==> src/common/srr_pkg.sv <==
/*
 Constants for the sensor stop, status and readout block: register
 offsets, field positions, reset values and result layout.
 Assumes a byte-wide register port driven by a serial bus front end.
*/
// Operation
// Humidity stop bit ends continuous humidity sequence
// Temperature stop bit ends continuous temperature sequence
// Zero written to stop/start bits changes nothing
// Stop register write-only, bits 7:2 reserved
// Status bit 1 shows humidity measuring, resets 0
// Status bit 0 shows temperature measuring, resets 0
// Result: data 15:0, valid 16, CRC 23:17
// All result bytes latched when lowest byte accessed
// CRC covers data and valid flag together
// Valid flag set only for valid measurement
// Temperature data unsigned, LSB first, 1/64 K
// Humidity data unsigned, LSB first, 1/512 %RH
// Run-mode bits: 0 single-shot, 1 continuous
// Start bits begin humidity/temperature measurement
// Valid flags zero until first measurement completes
package srr_pkg;

   localparam logic [7:0] SRR_OFS_RUN_MODE_SELECT = 8'h21;
   localparam logic [7:0] SRR_OFS_MEASUREMENT_LAUNCH = 8'h22;
   localparam logic [7:0] SRR_OFS_MEASUREMENT_HALT = 8'h23;
   localparam logic [7:0] SRR_OFS_MEASUREMENT_ACTIVITY = 8'h24;
   localparam logic [7:0] SRR_OFS_TEMPERATURE_RESULT = 8'h30;
   localparam logic [7:0] SRR_OFS_HUMIDITY_RESULT = 8'h33;
   localparam int SRR_RESULT_BYTES = 3;

   // Sensor index equals its bit position in the control registers
   localparam int SRR_BIT_TEMP = 0;
   localparam int SRR_BIT_HUM = 1;
   localparam int SRR_NUM_SENSORS = 2;

   localparam int SRR_DATA_LSB = 0;
   localparam int SRR_DATA_W = 16;
   localparam int SRR_VALID_BIT = 16;
   localparam int SRR_CRC_LSB = 17;
   localparam int SRR_CRC_W = 7;
   localparam int SRR_RESULT_W = 24;
   localparam int SRR_CRC_IN_W = 17;

   localparam logic [1:0] SRR_RST_RUN_MODE = 2'h0;
   localparam logic [1:0] SRR_RST_ACTIVITY = 2'h0;
   localparam logic [23:0] SRR_RST_RESULT = 24'h000000;
   localparam logic [7:0] SRR_RST_RDATA = 8'h00;

   // Default CRC generator and seed; the readout algorithm lives outside this block
   localparam logic [6:0] SRR_CRC_POLY = 7'h09;
   localparam logic [6:0] SRR_CRC_INIT = 7'h7f;

endpackage

==> src/core/srr_top.sv <==
/*
 Measurement control and readout registers of a humidity and temperature
 sensor: run mode, start, stop, activity status and double-buffered
 3-byte results with valid flag and CRC.
 Assumes a byte register port from the serial bus front end on the same
 clock, and two measurement front ends on the same clock that answer a
 held request with a one-cycle done pulse.
*/
`timescale 1ns/10ps
module srr_top
   import srr_pkg::*;
#(
   parameter int NUM_SENSORS = SRR_NUM_SENSORS
) (
   input wire logic CLK, // 250 MHz clock
   input wire logic ARST_N, // Asynchronous reset, active low
   input wire logic [7:0] REG_ADDR, // Register byte address
   input wire logic REG_WR, // Write strobe, one cycle
   input wire logic [7:0] REG_WDATA, // Write data
   input wire logic REG_RD, // Read strobe, one cycle
   output logic [7:0] REG_RDATA, // Read data
   output logic REG_RVALID, // Read data valid, one cycle
   output logic T_MEAS_REQ, // Temperature front end run request
   input wire logic T_MEAS_DONE, // Temperature conversion finished
   input wire logic T_MEAS_OK, // Temperature sample is valid
   input wire logic [15:0] T_MEAS_DATA, // Temperature sample, 1/64 K
   output logic H_MEAS_REQ, // Humidity front end run request
   input wire logic H_MEAS_DONE, // Humidity conversion finished
   input wire logic H_MEAS_OK, // Humidity sample is valid
   input wire logic [15:0] H_MEAS_DATA // Humidity sample, 1/512 %RH
);

   // The register map has exactly two sensor bits, so no other count can be served
   if (NUM_SENSORS != SRR_NUM_SENSORS) begin : g_bad_count
      $error("srr_top supports exactly two sensors");
   end

   logic [1:0] run_mode_reg;
   logic [1:0] busy_reg;
   logic [SRR_RESULT_W-1:0] live_reg [SRR_NUM_SENSORS];
   logic [SRR_RESULT_W-1:0] shadow_reg [SRR_NUM_SENSORS];
   logic [7:0] rdata_reg;
   logic rvalid_reg;

   logic [1:0] meas_done;
   logic [1:0] meas_ok;
   logic [SRR_DATA_W-1:0] meas_data [SRR_NUM_SENSORS];
   logic [SRR_CRC_W-1:0] meas_crc [SRR_NUM_SENSORS];

   logic wr_run;
   logic wr_launch;
   logic wr_halt;
   logic [1:0] launch_bits;
   logic [1:0] halt_bits;

   assign meas_done = {H_MEAS_DONE, T_MEAS_DONE};
   assign meas_ok = {H_MEAS_OK, T_MEAS_OK};
   assign meas_data[SRR_BIT_TEMP] = T_MEAS_DATA;
   assign meas_data[SRR_BIT_HUM] = H_MEAS_DATA;

   assign wr_run = REG_WR && (REG_ADDR == SRR_OFS_RUN_MODE_SELECT);
   assign wr_launch = REG_WR && (REG_ADDR == SRR_OFS_MEASUREMENT_LAUNCH);
   assign wr_halt = REG_WR && (REG_ADDR == SRR_OFS_MEASUREMENT_HALT);
   // Only bits 1:0 act; reserved upper bits are dropped
   assign launch_bits = wr_launch ? REG_WDATA[1:0] : 2'h0;
   assign halt_bits = wr_halt ? REG_WDATA[1:0] : 2'h0;

   function automatic logic [7:0] result_byte(input logic [SRR_RESULT_W-1:0] r, input logic [1:0] idx);
      case (idx)
         2'h0: result_byte = r[7:0];
         2'h1: result_byte = r[15:8];
         2'h2: result_byte = r[23:16];
         default: result_byte = 8'h00;
      endcase
   endfunction

   function automatic logic hit_result(input logic [7:0] addr, input logic [7:0] base);
      hit_result = (addr >= base) && (addr < base + 8'(SRR_RESULT_BYTES));
   endfunction

   always_ff @(posedge CLK or negedge ARST_N) begin
      if (!ARST_N) begin
         run_mode_reg <= SRR_RST_RUN_MODE;
      end else if (wr_run) begin
         run_mode_reg <= REG_WDATA[1:0];
      end
   end

   genvar s;
   generate
      for (s = 0; s < SRR_NUM_SENSORS; s++) begin : g_sensor
         srr_crc7 u_crc (
            .payload({meas_ok[s], meas_data[s]}),
            .crc(meas_crc[s])
         );

         // Stop acts only on a continuous sequence; a single shot runs to completion
         always_ff @(posedge CLK or negedge ARST_N) begin
            if (!ARST_N) begin
               busy_reg[s] <= SRR_RST_ACTIVITY[s];
            end else if (halt_bits[s] && run_mode_reg[s]) begin
               busy_reg[s] <= 1'b0;
            end else if (launch_bits[s]) begin
               busy_reg[s] <= 1'b1;
            end else if (busy_reg[s] && meas_done[s]) begin
               busy_reg[s] <= run_mode_reg[s];
            end
         end

         // A done that coincides with stop is still kept as the latest result
         always_ff @(posedge CLK or negedge ARST_N) begin
            if (!ARST_N) begin
               live_reg[s] <= SRR_RST_RESULT;
            end else if (busy_reg[s] && meas_done[s]) begin
               live_reg[s][SRR_CRC_LSB +: SRR_CRC_W] <= meas_crc[s];
               live_reg[s][SRR_VALID_BIT] <= meas_ok[s];
               live_reg[s][SRR_DATA_LSB +: SRR_DATA_W] <= meas_data[s];
            end
         end
      end
   endgenerate

   // Reading the lowest byte freezes all three bytes so a later sample cannot tear them
   always_ff @(posedge CLK or negedge ARST_N) begin
      if (!ARST_N) begin
         shadow_reg[SRR_BIT_TEMP] <= SRR_RST_RESULT;
         shadow_reg[SRR_BIT_HUM] <= SRR_RST_RESULT;
      end else if (REG_RD) begin
         if (REG_ADDR == SRR_OFS_TEMPERATURE_RESULT) begin
            shadow_reg[SRR_BIT_TEMP] <= live_reg[SRR_BIT_TEMP];
         end
         if (REG_ADDR == SRR_OFS_HUMIDITY_RESULT) begin
            shadow_reg[SRR_BIT_HUM] <= live_reg[SRR_BIT_HUM];
         end
      end
   end

   always_ff @(posedge CLK or negedge ARST_N) begin
      if (!ARST_N) begin
         rdata_reg <= SRR_RST_RDATA;
      end else if (REG_RD) begin
         if (REG_ADDR == SRR_OFS_RUN_MODE_SELECT) begin
            rdata_reg <= {6'h00, run_mode_reg};
         end else if (REG_ADDR == SRR_OFS_MEASUREMENT_ACTIVITY) begin
            rdata_reg <= {6'h00, busy_reg};
         end else if (REG_ADDR == SRR_OFS_TEMPERATURE_RESULT) begin
            rdata_reg <= result_byte(live_reg[SRR_BIT_TEMP], 2'h0);
         end else if (hit_result(REG_ADDR, SRR_OFS_TEMPERATURE_RESULT)) begin
            rdata_reg <= result_byte(shadow_reg[SRR_BIT_TEMP], 2'(REG_ADDR - SRR_OFS_TEMPERATURE_RESULT));
         end else if (REG_ADDR == SRR_OFS_HUMIDITY_RESULT) begin
            rdata_reg <= result_byte(live_reg[SRR_BIT_HUM], 2'h0);
         end else if (hit_result(REG_ADDR, SRR_OFS_HUMIDITY_RESULT)) begin
            rdata_reg <= result_byte(shadow_reg[SRR_BIT_HUM], 2'(REG_ADDR - SRR_OFS_HUMIDITY_RESULT));
         end else begin
            // Launch and halt are write-only, unmapped bytes read zero
            rdata_reg <= 8'h00;
         end
      end
   end

   always_ff @(posedge CLK or negedge ARST_N) begin
      if (!ARST_N) begin
         rvalid_reg <= 1'b0;
      end else begin
         rvalid_reg <= REG_RD;
      end
   end

   assign REG_RDATA = rdata_reg;
   assign REG_RVALID = rvalid_reg;
   assign T_MEAS_REQ = busy_reg[SRR_BIT_TEMP];
   assign H_MEAS_REQ = busy_reg[SRR_BIT_HUM];

endmodule // srr_top

==> src/core/srr_crc7.sv <==
/*
 Combinational 7-bit CRC over the valid flag and data word of one result.
 Assumes the caller registers the output; no state is held here.
*/
`timescale 1ns/10ps
module srr_crc7
   import srr_pkg::*;
#(
   parameter logic [6:0] POLY = SRR_CRC_POLY,
   parameter logic [6:0] INIT = SRR_CRC_INIT
) (
   input wire logic [SRR_CRC_IN_W-1:0] payload, // {valid, data}, shifted MSB first
   output logic [SRR_CRC_W-1:0] crc // Remainder
);

   function automatic logic [6:0] crc_step(input logic [6:0] c, input logic b);
      logic fb;
      fb = c[6] ^ b;
      crc_step = {c[5:0], 1'b0} ^ (fb ? POLY : 7'h00);
   endfunction

   always_comb begin
      logic [6:0] c;
      c = INIT;
      for (int i = SRR_CRC_IN_W - 1; i >= 0; i--) begin
         c = crc_step(c, payload[i]);
      end
      crc = c;
   end

endmodule // srr_crc7

==> config.mk <==
export PLATFORM = sky130hd
export DESIGN_NAME = srr_top
export DESIGN_NICKNAME = d
export VERILOG_FILES = /design/src/common/srr_pkg.sv /design/src/core/srr_top.sv /design/src/core/srr_crc7.sv
export SDC_FILE = /design/constraint.sdc
export NUM_CORES = 1
export LEC_CHECK = 0
export BUFFER_PORTS_ARGS = -buffer_cell sky130_fd_sc_hd__buf_2
export CAP_MARGIN = 25
export CORE_ASPECT_RATIO = 1.25
export CORE_MARGIN = 2
export CORE_UTILIZATION = 57
export DETAILED_ROUTE_END_ITERATION = 8
export GPL_TIMING_DRIVEN = 0
export PLACE_DENSITY = 0.89
export SLEW_MARGIN = 20
export SYNTH_ARGS = -nofsm -noshare
export SYNTH_HDL_FRONTEND = slang
export SYNTH_HIERARCHICAL = 1
export SYNTH_SLANG_ARGS = --single-unit
==> constraint.sdc <==
create_clock -name CLK -period 1.6 [get_ports CLK]
set_input_delay 0.32 -clock CLK [delete_from_list [all_inputs] [get_ports CLK]]
set_output_delay 0.32 -clock CLK [all_outputs]
set_load 0.03 [all_outputs]
# Word level (Yosys, flattened, before mapping)
# Index checks and enable logic that the tools add are counted.
# totals
ff_bits,109
inputBits,56
out_inout_bits,11
wordCells,156
# op_classes
addsub,2
magnitude_cmp,4
n_eq_ne,10
muxes,50
bitwise,66
n_reduce_logical,15
# ops
operator,n
7-bit bitwise XOR,32
4-bit two-way mux,34
8-bit by 6-bit equality test with 1-bit output (second input constant),6
8-bit two-way mux,6
8-bit case mux with 3 select lines,2
1-bit bitwise XOR,32
8-bit by 6-bit >= comparator with 1-bit output (second input constant),2
8-bit by 6-bit less-than comparator with 1-bit output (second input constant),2
6-bit NOT,2
1-bit logical AND,9
1-bit two-way mux,6
3-bit nonzero test,2
2-bit by 1-bit equality test with 1-bit output (second input constant),2
2-bit equality test (second input constant),2
2-bit logical NOT,2
2-bit two-way mux,2
2-bit AND reduction,2
2-bit by 1-bit subtractor with 2-bit output (second input constant),1
2-bit subtractor (second input constant),1

# Logic depth before layout (Yosys ltp)
# Gate-level depths: netlist of the first run.
# depth
ltp_word,50
ltp_mapped,6

# Modules after synthesis
# The synthesis of the first run kept the hierarchy.
# by_module_without_submodules
mod,n_inst,cells_per_inst,area_per_inst_um2,seq_area_each_um2
srr_top,1,302,4115.2,2327.2
srr_crc7,2,22,264.0,0.0

# Worst setup path before layout of the first run
# Ideal clock, no wire load.
# synth_timing
path_type,input-to-reg
from,input REG_ADDR[7]
to,register shadow_reg[38] (netlist name)
t_arrival_ns,1.840
t_required_ns,1.475
slack_ns,-0.366
stages,6
path_cell_list,or4b_1 > buf_2 > nor4_4 > nand2_4 > buf_6 > mux2_4
# synth_between
elab_chain_len,2
# synth_rtl
item,line_no,rtl
from (decl),srr_top.sv:17,"input wire logic [7:0] REG_ADDR,"
8-bit by 6-bit equality test with 1-bit output,srr_top.sv:129,if (REG_ADDR == SRR_OFS_TEMPERATURE_RESULT) begin
2-bit AND reduction (no line),--,
"to (signal, indexed assignment)",srr_top.sv:130,shadow_reg[SRR_BIT_TEMP] <= live_reg[SRR_BIT_TEMP];
"to (signal, indexed assignment)",srr_top.sv:133,shadow_reg[SRR_BIT_HUM] <= live_reg[SRR_BIT_HUM];
to (decl),srr_top.sv:41,logic [SRR_RESULT_W-1:0] shadow_reg [SRR_NUM_SENSORS];
# Every way passes these cells.
# A chain may end at the register's enable or synchronous reset.

# Final worst setup path of the first run
# layout_timing
from,input REG_ADDR[6]
to,register shadow_reg[21] (netlist name)
# layout_between
elab_chain_len,2
# layout_rtl
item,line_no,rtl
8-bit by 6-bit equality test with 1-bit output,srr_top.sv:132,if (REG_ADDR == SRR_OFS_HUMIDITY_RESULT) begin
2-bit AND reduction (no line),--,
# Every way passes these cells.

==> results of run 1 <==
[cell families (layout without fill, tap and decap cells)]
kind of cell	count (synthesis)	after routing	share of synthesized area
buffers and inverters	26	109	0.0267
and+or+nand+nor	51	51	0.0633
DFF	93	93	0.501
muxes	95	95	0.239
xor gates and xnor gates	44	44	0.114
AOI/OAI and AO/OA	37	37	0.0561
[area by class of cell]
class	instances	area [um^2]	share of cell area
plain buffers	16	115	0.0209
clock buffers	9	124	0.0225
clock inverters	6	113	0.0204
inverters	9	33.8	0.00613
multi-input cells	227	2250	0.409
flip-flops and latches	93	2330	0.422
well taps	95	119	0.0216
repair buffers	69	424	0.0770
[stage by stage]
| stage | power, mW | area (um^2) | setup slack (ns) |
|---|---|---|---|
| floorplan | 2.92 | 4660 | -0.357 |
| global placement | 3.14 | 5070 | -0.656 |
| detailed placement | 3.17 | 5090 | -0.694 |
| CTS | 5.02 | 5460 | -0.0769 |
| global route | 5.18 | 5510 | -0.121 |
| finish | 5.02 | 5510 | -0.0889 |
[layout by cell type, fill, tap and decap left out, types with 3 or more instances in the layout]
cell type  count
a211oi_1       3
a21oi_1        5
buf_2         58
buf_4          8
buf_6          4
bufinv_16      3
clkbuf_1       3
clkbuf_2       5
clkbuf_8       9
dfrtp_1       93
inv_1          9
mux2_2        67
mux2_4        15
mux2i_1       12
nand2_1        8
nand2b_1       5
nor2_1        15
o21ai_0        5
o22ai_1        7
o32a_1         4
o32ai_1        3
xnor2_1       26
xnor3_1        6
xnor3_2        4
xor2_1         8
[routing by layer]
layer  routed length [um]  track usage
met2                 5550        0.435
met5                    0            0
met1                 4070        0.285
met3                  419       0.0355
met4                  399        0.127
[path summary, 6_finish.rpt]
| check | startpoint | to | slack (ns) | cells past startpoint |
|---|---|---|---|---|
| worst max-delay path | REG_ADDR[6] | shadow_reg[21] | -0.09 | 6 |
| worst min-delay path | REG_RD | REG_RVALID | 0.08 | 1 |
| worst max register to register | live_reg[1] | REG_RDATA[1] | 0.09 | 4 |
| worst min register to register | live_reg[42] | shadow_reg[42] | 0.51 | 1 |
| max in group asynchronous | ARST_N | live_reg[36] | 0.43 | 3 |
| min in group asynchronous | ARST_N | shadow_reg[17] | 0.51 | 2 |
[power by group through the flow]
stage | combinational (mW) | sequential [mW] | clock [mW]
after floorplan | 0.448 | 2.47 | 0
after global placement | 0.664 | 2.47 | 0
after detailed placement | 0.691 | 2.48 | 0
after CTS | 0.711 | 2.43 | 1.87
after global routing | 0.776 | 2.44 | 1.96
final | 0.726 | 2.43 | 1.86
[timing repair]
| action | in CTS | in global routing |
|---|---|---|
| hold endpoints to repair | 46 | 0 |
| pin swaps | 5 | 4 |
| endpoints found under the setup margin | 75 | 44 |
| hold buffers | 1 | 0 |
| buffers inserted | 5 | 2 |
| gates cloned | 1 | 0 |
| resized for setup | 17 | 11 |
==> results_dict.tcl, run 1 <==
set metrics [dict create \
    outcome "finished, violations left" \
    violations "setup timing" \
    syn-cell-area_mm2 0.00464 \
    grt_pass1_wl_um 16500 \
    critPathTopFamily "simple AND/OR/NAND/NOR gates" \
    cts-htree-levels 3 \
    p_int_mw 3.79 \
    io_buffers 59 \
    num_rows 36 \
    yosys.area.top_type_share 0.501 \
    min_period_ns 1.69 \
    hold_violations 0 \
    synth_edf_count 0 \
    synthCells 346 \
    seqPwrFrac 0.484 \
    rsz0062_at_grt "yes" \
    clkSinkCount 93 \
    core_area_mm2 0.00784 \
    insertion_delay_ns 0.37 \
    ys_top_cells_by_count "dfrtp_1, mux2_2, xnor2_1, nor2_1, mux2_4" \
    ys_seq_area_frac 0.501 \
    antenna-diode-count 0 \
    dp.cells 501 \
    post-route-period-util 1.06 \
    grt_overflow 0 \
    finalSetupTns_ns -2.21 \
    power.density_mw_per_mm2 911 \
    max_freq_ghz 0.592 \
    path_class "input port to flop" \
    async_flop_share 1.00 \
    synth_top_area_cell "dfrtp_1" \
    clk_pin_slew_ns 0.08 \
    critPathSlowestCell "or4b_4" \
    grt_max_degree 48 \
    instances_no_fill 524 \
    worstMarginPinSlew_ns 0.616 \
    critPathMaxFanout 10 \
    final_core_util 0.703 \
    place_congestion 0.818 \
    vias_per_cell 5.83 \
    die-area_mm2 0.00889 \
    endpoint_kind "flop" \
    drt_iter0_drc 163 \
    synth_ff_type "dfrtp_1" \
    post_drt_wl_per_cell_um 19.9 \
    place_hpwl_um 7340 \
    synth_area_per_cell_um2 13.4 \
    largest_register_ffs 48 \
    worstPathCellList "buf_6 > or4b_4 > buf_4 > nor3_2 > buf_6 > mux2_2" \
    path_common_cell "buf_6" \
    arrival_ns 1.93 \
    io_pins 67 \
    drive_above_1_share 0.452 \
    final_net_count 481 \
    initial_utilization 0.592 \
    slew_viol_final 0 \
    max_stage_delay_ns 0.59 \
    leakage_nw 2.82 \
    cts_tree "yes" \
    first_pass_iters 4 \
    synth_nets 402 \
    cp_num_buf_inv 3 \
    synthToLayoutAreaGrowth_pct 18.7 \
    p_clk_frac 0.371 \
    yosysMostFrequentCell "dfrtp_1" \
    setup_ws_ns -0.0889 \
    fillers 533 \
    cts_made_buffers 9 \
    yosys-top-cells-area "dfrtp_1, mux2_2, xnor2_1" \
    wl_um 10400 \
    root_buffer "clkbuf_8" \
    postRouteAntennaNets 0 \
    fin_skew_ns 0.0157 \
    yosysUniqueCellTypes 46 \
    p_comb_frac 0.145 \
    ir_worst_vdd_mv 0.890 \
    drc 0 \
    hp-class "input port to flop" \
    grt_usage 0.246 \
    max_cap_viol_count 0 \
    antenna_found_initial 0 \
    slew_headroom 0.589 \
    synth.ff_latch_count 93 \
    whs_ns 0.0785 \
    die_h_um 105 \
    ys.warnings.count 6 \
    required_ns 1.84 \
    die_w_um 84.7 \
    cp-start-kind "input port" \
    setup_viol 34 \
    switching_share 0.245 \
    grt_pass1_vias 3231 \
    power_switching_mw 1.23 \
    vias 3054 \
    clockBufferDepth 2 \
]
No activity file was read; power rests on OpenSTA's default activity.
==> run 2: changes to the inputs <==
- SETUP_SLACK_MARGIN: unset -> 0.2
==> results_dict.tcl, run 2 (synthesis gave the netlist of run 1 again) <==
set metrics [dict create \
    hp-class "input port to flop" \
    layout.cells.most_common "dfrtp_1" \
    outcome "finished, violations left" \
    fin_skew_ns 0.0106 \
    root_buffer "clkbuf_8" \
    min_period_ns 1.77 \
    critPathMaxFanout 7 \
    grt_usage 0.242 \
    grt_overflow 0 \
    cts-htree-levels 3 \
    drc 0 \
    place_congestion 0.823 \
    insertion_delay_ns 0.37 \
    cts_made_buffers 9 \
    cp_num_buf_inv 3 \
    largest_register_ffs 48 \
    multi_input_area_mm2 0.00234 \
    pre_cts_ws_ns -0.687 \
    drive_above_1_share 0.478 \
    critPathTopFamily "simple AND/OR/NAND/NOR gates" \
    violations "setup timing" \
    grt_max_degree 59 \
    clkSinkCount 93 \
    whs_ns 0.0751 \
    postRouteAntennaNets 0 \
    place_hpwl_um 7410 \
    post-route-period-util 1.11 \
    grt_pass1_vias 3196 \
    path_class "input port to flop" \
    drt_iter0_drc 161 \
    initial_utilization 0.592 \
    die_h_um 105 \
    grt_pass1_wl_um 16500 \
    wl_um 10400 \
    register_area_mm2 0.00233 \
    post_dp_cell_area_mm2 0.00516 \
    critPathSlowestCell "or4b_4" \
    antenna-diode-count 0 \
    arrival_ns 1.99 \
    synthToLayoutAreaGrowth_pct 20.1 \
    leakage_nw 2.84 \
    io_buffers 59 \
    clockBufferDepth 2 \
    path_common_cell "buf_6" \
    design_area_mm2 0.00558 \
    slew_viol_final 0 \
    max_freq_ghz 0.564 \
    first_pass_iters 4 \
    num_rows 36 \
    io_pins 67 \
    required_ns 1.82 \
    vias 3057 \
    die_w_um 84.7 \
    vias_per_cell 5.86 \
    antenna_found_initial 0 \
    max_cap_viol_count 0 \
    slew_headroom 0.593 \
    core_area_mm2 0.00784 \
    ir_worst_vdd_mv 0.617 \
    worstMarginPinSlew_ns 0.604 \
    setup_ws_ns -0.172 \
    power.density_mw_per_mm2 856 \
    final_net_count 478 \
    post_drt_wl_per_cell_um 20.0 \
    hold_violations 0 \
    finalSetupTns_ns -2.73 \
    worstPathCellList "buf_6 > or4b_4 > buf_6 > or4_4 > buf_12 > nor2_4 > o32ai_2" \
    final_core_util 0.711 \
    layout_common_cells "dfrtp_1, mux2_2, buf_2" \
    cts_tree "yes" \
    max_stage_delay_ns 0.53 \
    fillers 507 \
    endpoint_kind "flop" \
    cp-start-kind "input port" \
    clk_pin_slew_ns 0.09 \
    setup_viol 39 \
    die-area_mm2 0.00889 \
    rsz0062_at_grt "yes" \
]
==> run 2: cell types whose count changed in the layout (fill, tap and decap cells not counted), moves of 3 or more <==
cell	before	now
clkbuf_2	5	2
xnor2_1	26	21
xnor2_2	0	5
nor2_1	15	12
buf_6	4	7
nor2_4	0	4
==> run 2: repair_timing <==
item	CTS	global route
pin swaps	7	4
setup buffers	3	0
endpoints found under the setup margin	53	60
hold endpoints to repair	35	0
gates resized for setup	20	14
cloned	1	0
hold buffers	1	0
==> run 2: routing by layer <==
layer / global-route usage / vias up / share of wire
met2: 0.420 / 107 / 0.53
met4: 0.104 / 0 / 0.026
met3: 0.0434 / 31 / 0.042
met5: 0 / - / 0
li1: - / 1391 / -
met1: 0.295 / 1528 / 0.40
==> run 2: cell type report <==
type                       instances  share of cell area
clock buffer                      11              0.0254
inverter                           9             0.00606
tap                               95              0.0213
sequential                        93               0.417
buffer                            17              0.0245
timing repair buffer              65              0.0743
clock inverter                     5              0.0105
multi-input combinational        227               0.421
==> run 2: worst paths after layout <==
| path | slack, ns | startpoint | endpoint | depth (start not counted) |
|---|---|---|---|---|
| min in group asynchronous | 0.47 | ARST_N | live_reg[33] | 2 |
| worst max register to register | 0.18 | live_reg[1] | REG_RDATA[1] | 4 |
| max in group asynchronous | 0.49 | ARST_N | live_reg[45] | 3 |
| worst max-delay path | -0.17 | REG_ADDR[3] | REG_RDATA[3] | 7 |
| worst min register to register | 0.51 | live_reg[14] | live_reg[14] | 1 |
| worst min-delay path | 0.08 | REG_RD | REG_RVALID | 1 |
==> run 2: power breakdown <==
part           leakage [nW]  total, mW  internal (mW)  switching [mW]
Clock                0.0959       1.59          0.768           0.826
Sequential             1.29       2.43           2.40          0.0323
Combinational          1.45      0.749          0.375           0.374
==> run 2: worst register-to-register path, delay by kind of cell (launching register included) <==
kind | cells | cell delay (ns)
multiplexers | 1 | 0.09
AO/OA/AOI/OAI | 3 | 0.86
flip-flops | 1 | 0.37
==> run 2: per-stage QoR <==
| step | instances | power, mW |
|---|---|---|
| 6_report | 522 | 4.77 |
| 5_1_grt | 522 | 4.96 |
| 4_1_cts | 522 | 4.76 |
| 3_5_place_dp | 501 | 3.20 |
| 3_3_place_gp | 500 | 3.16 |
| 2_1_floorplan | 346 | 2.94 |
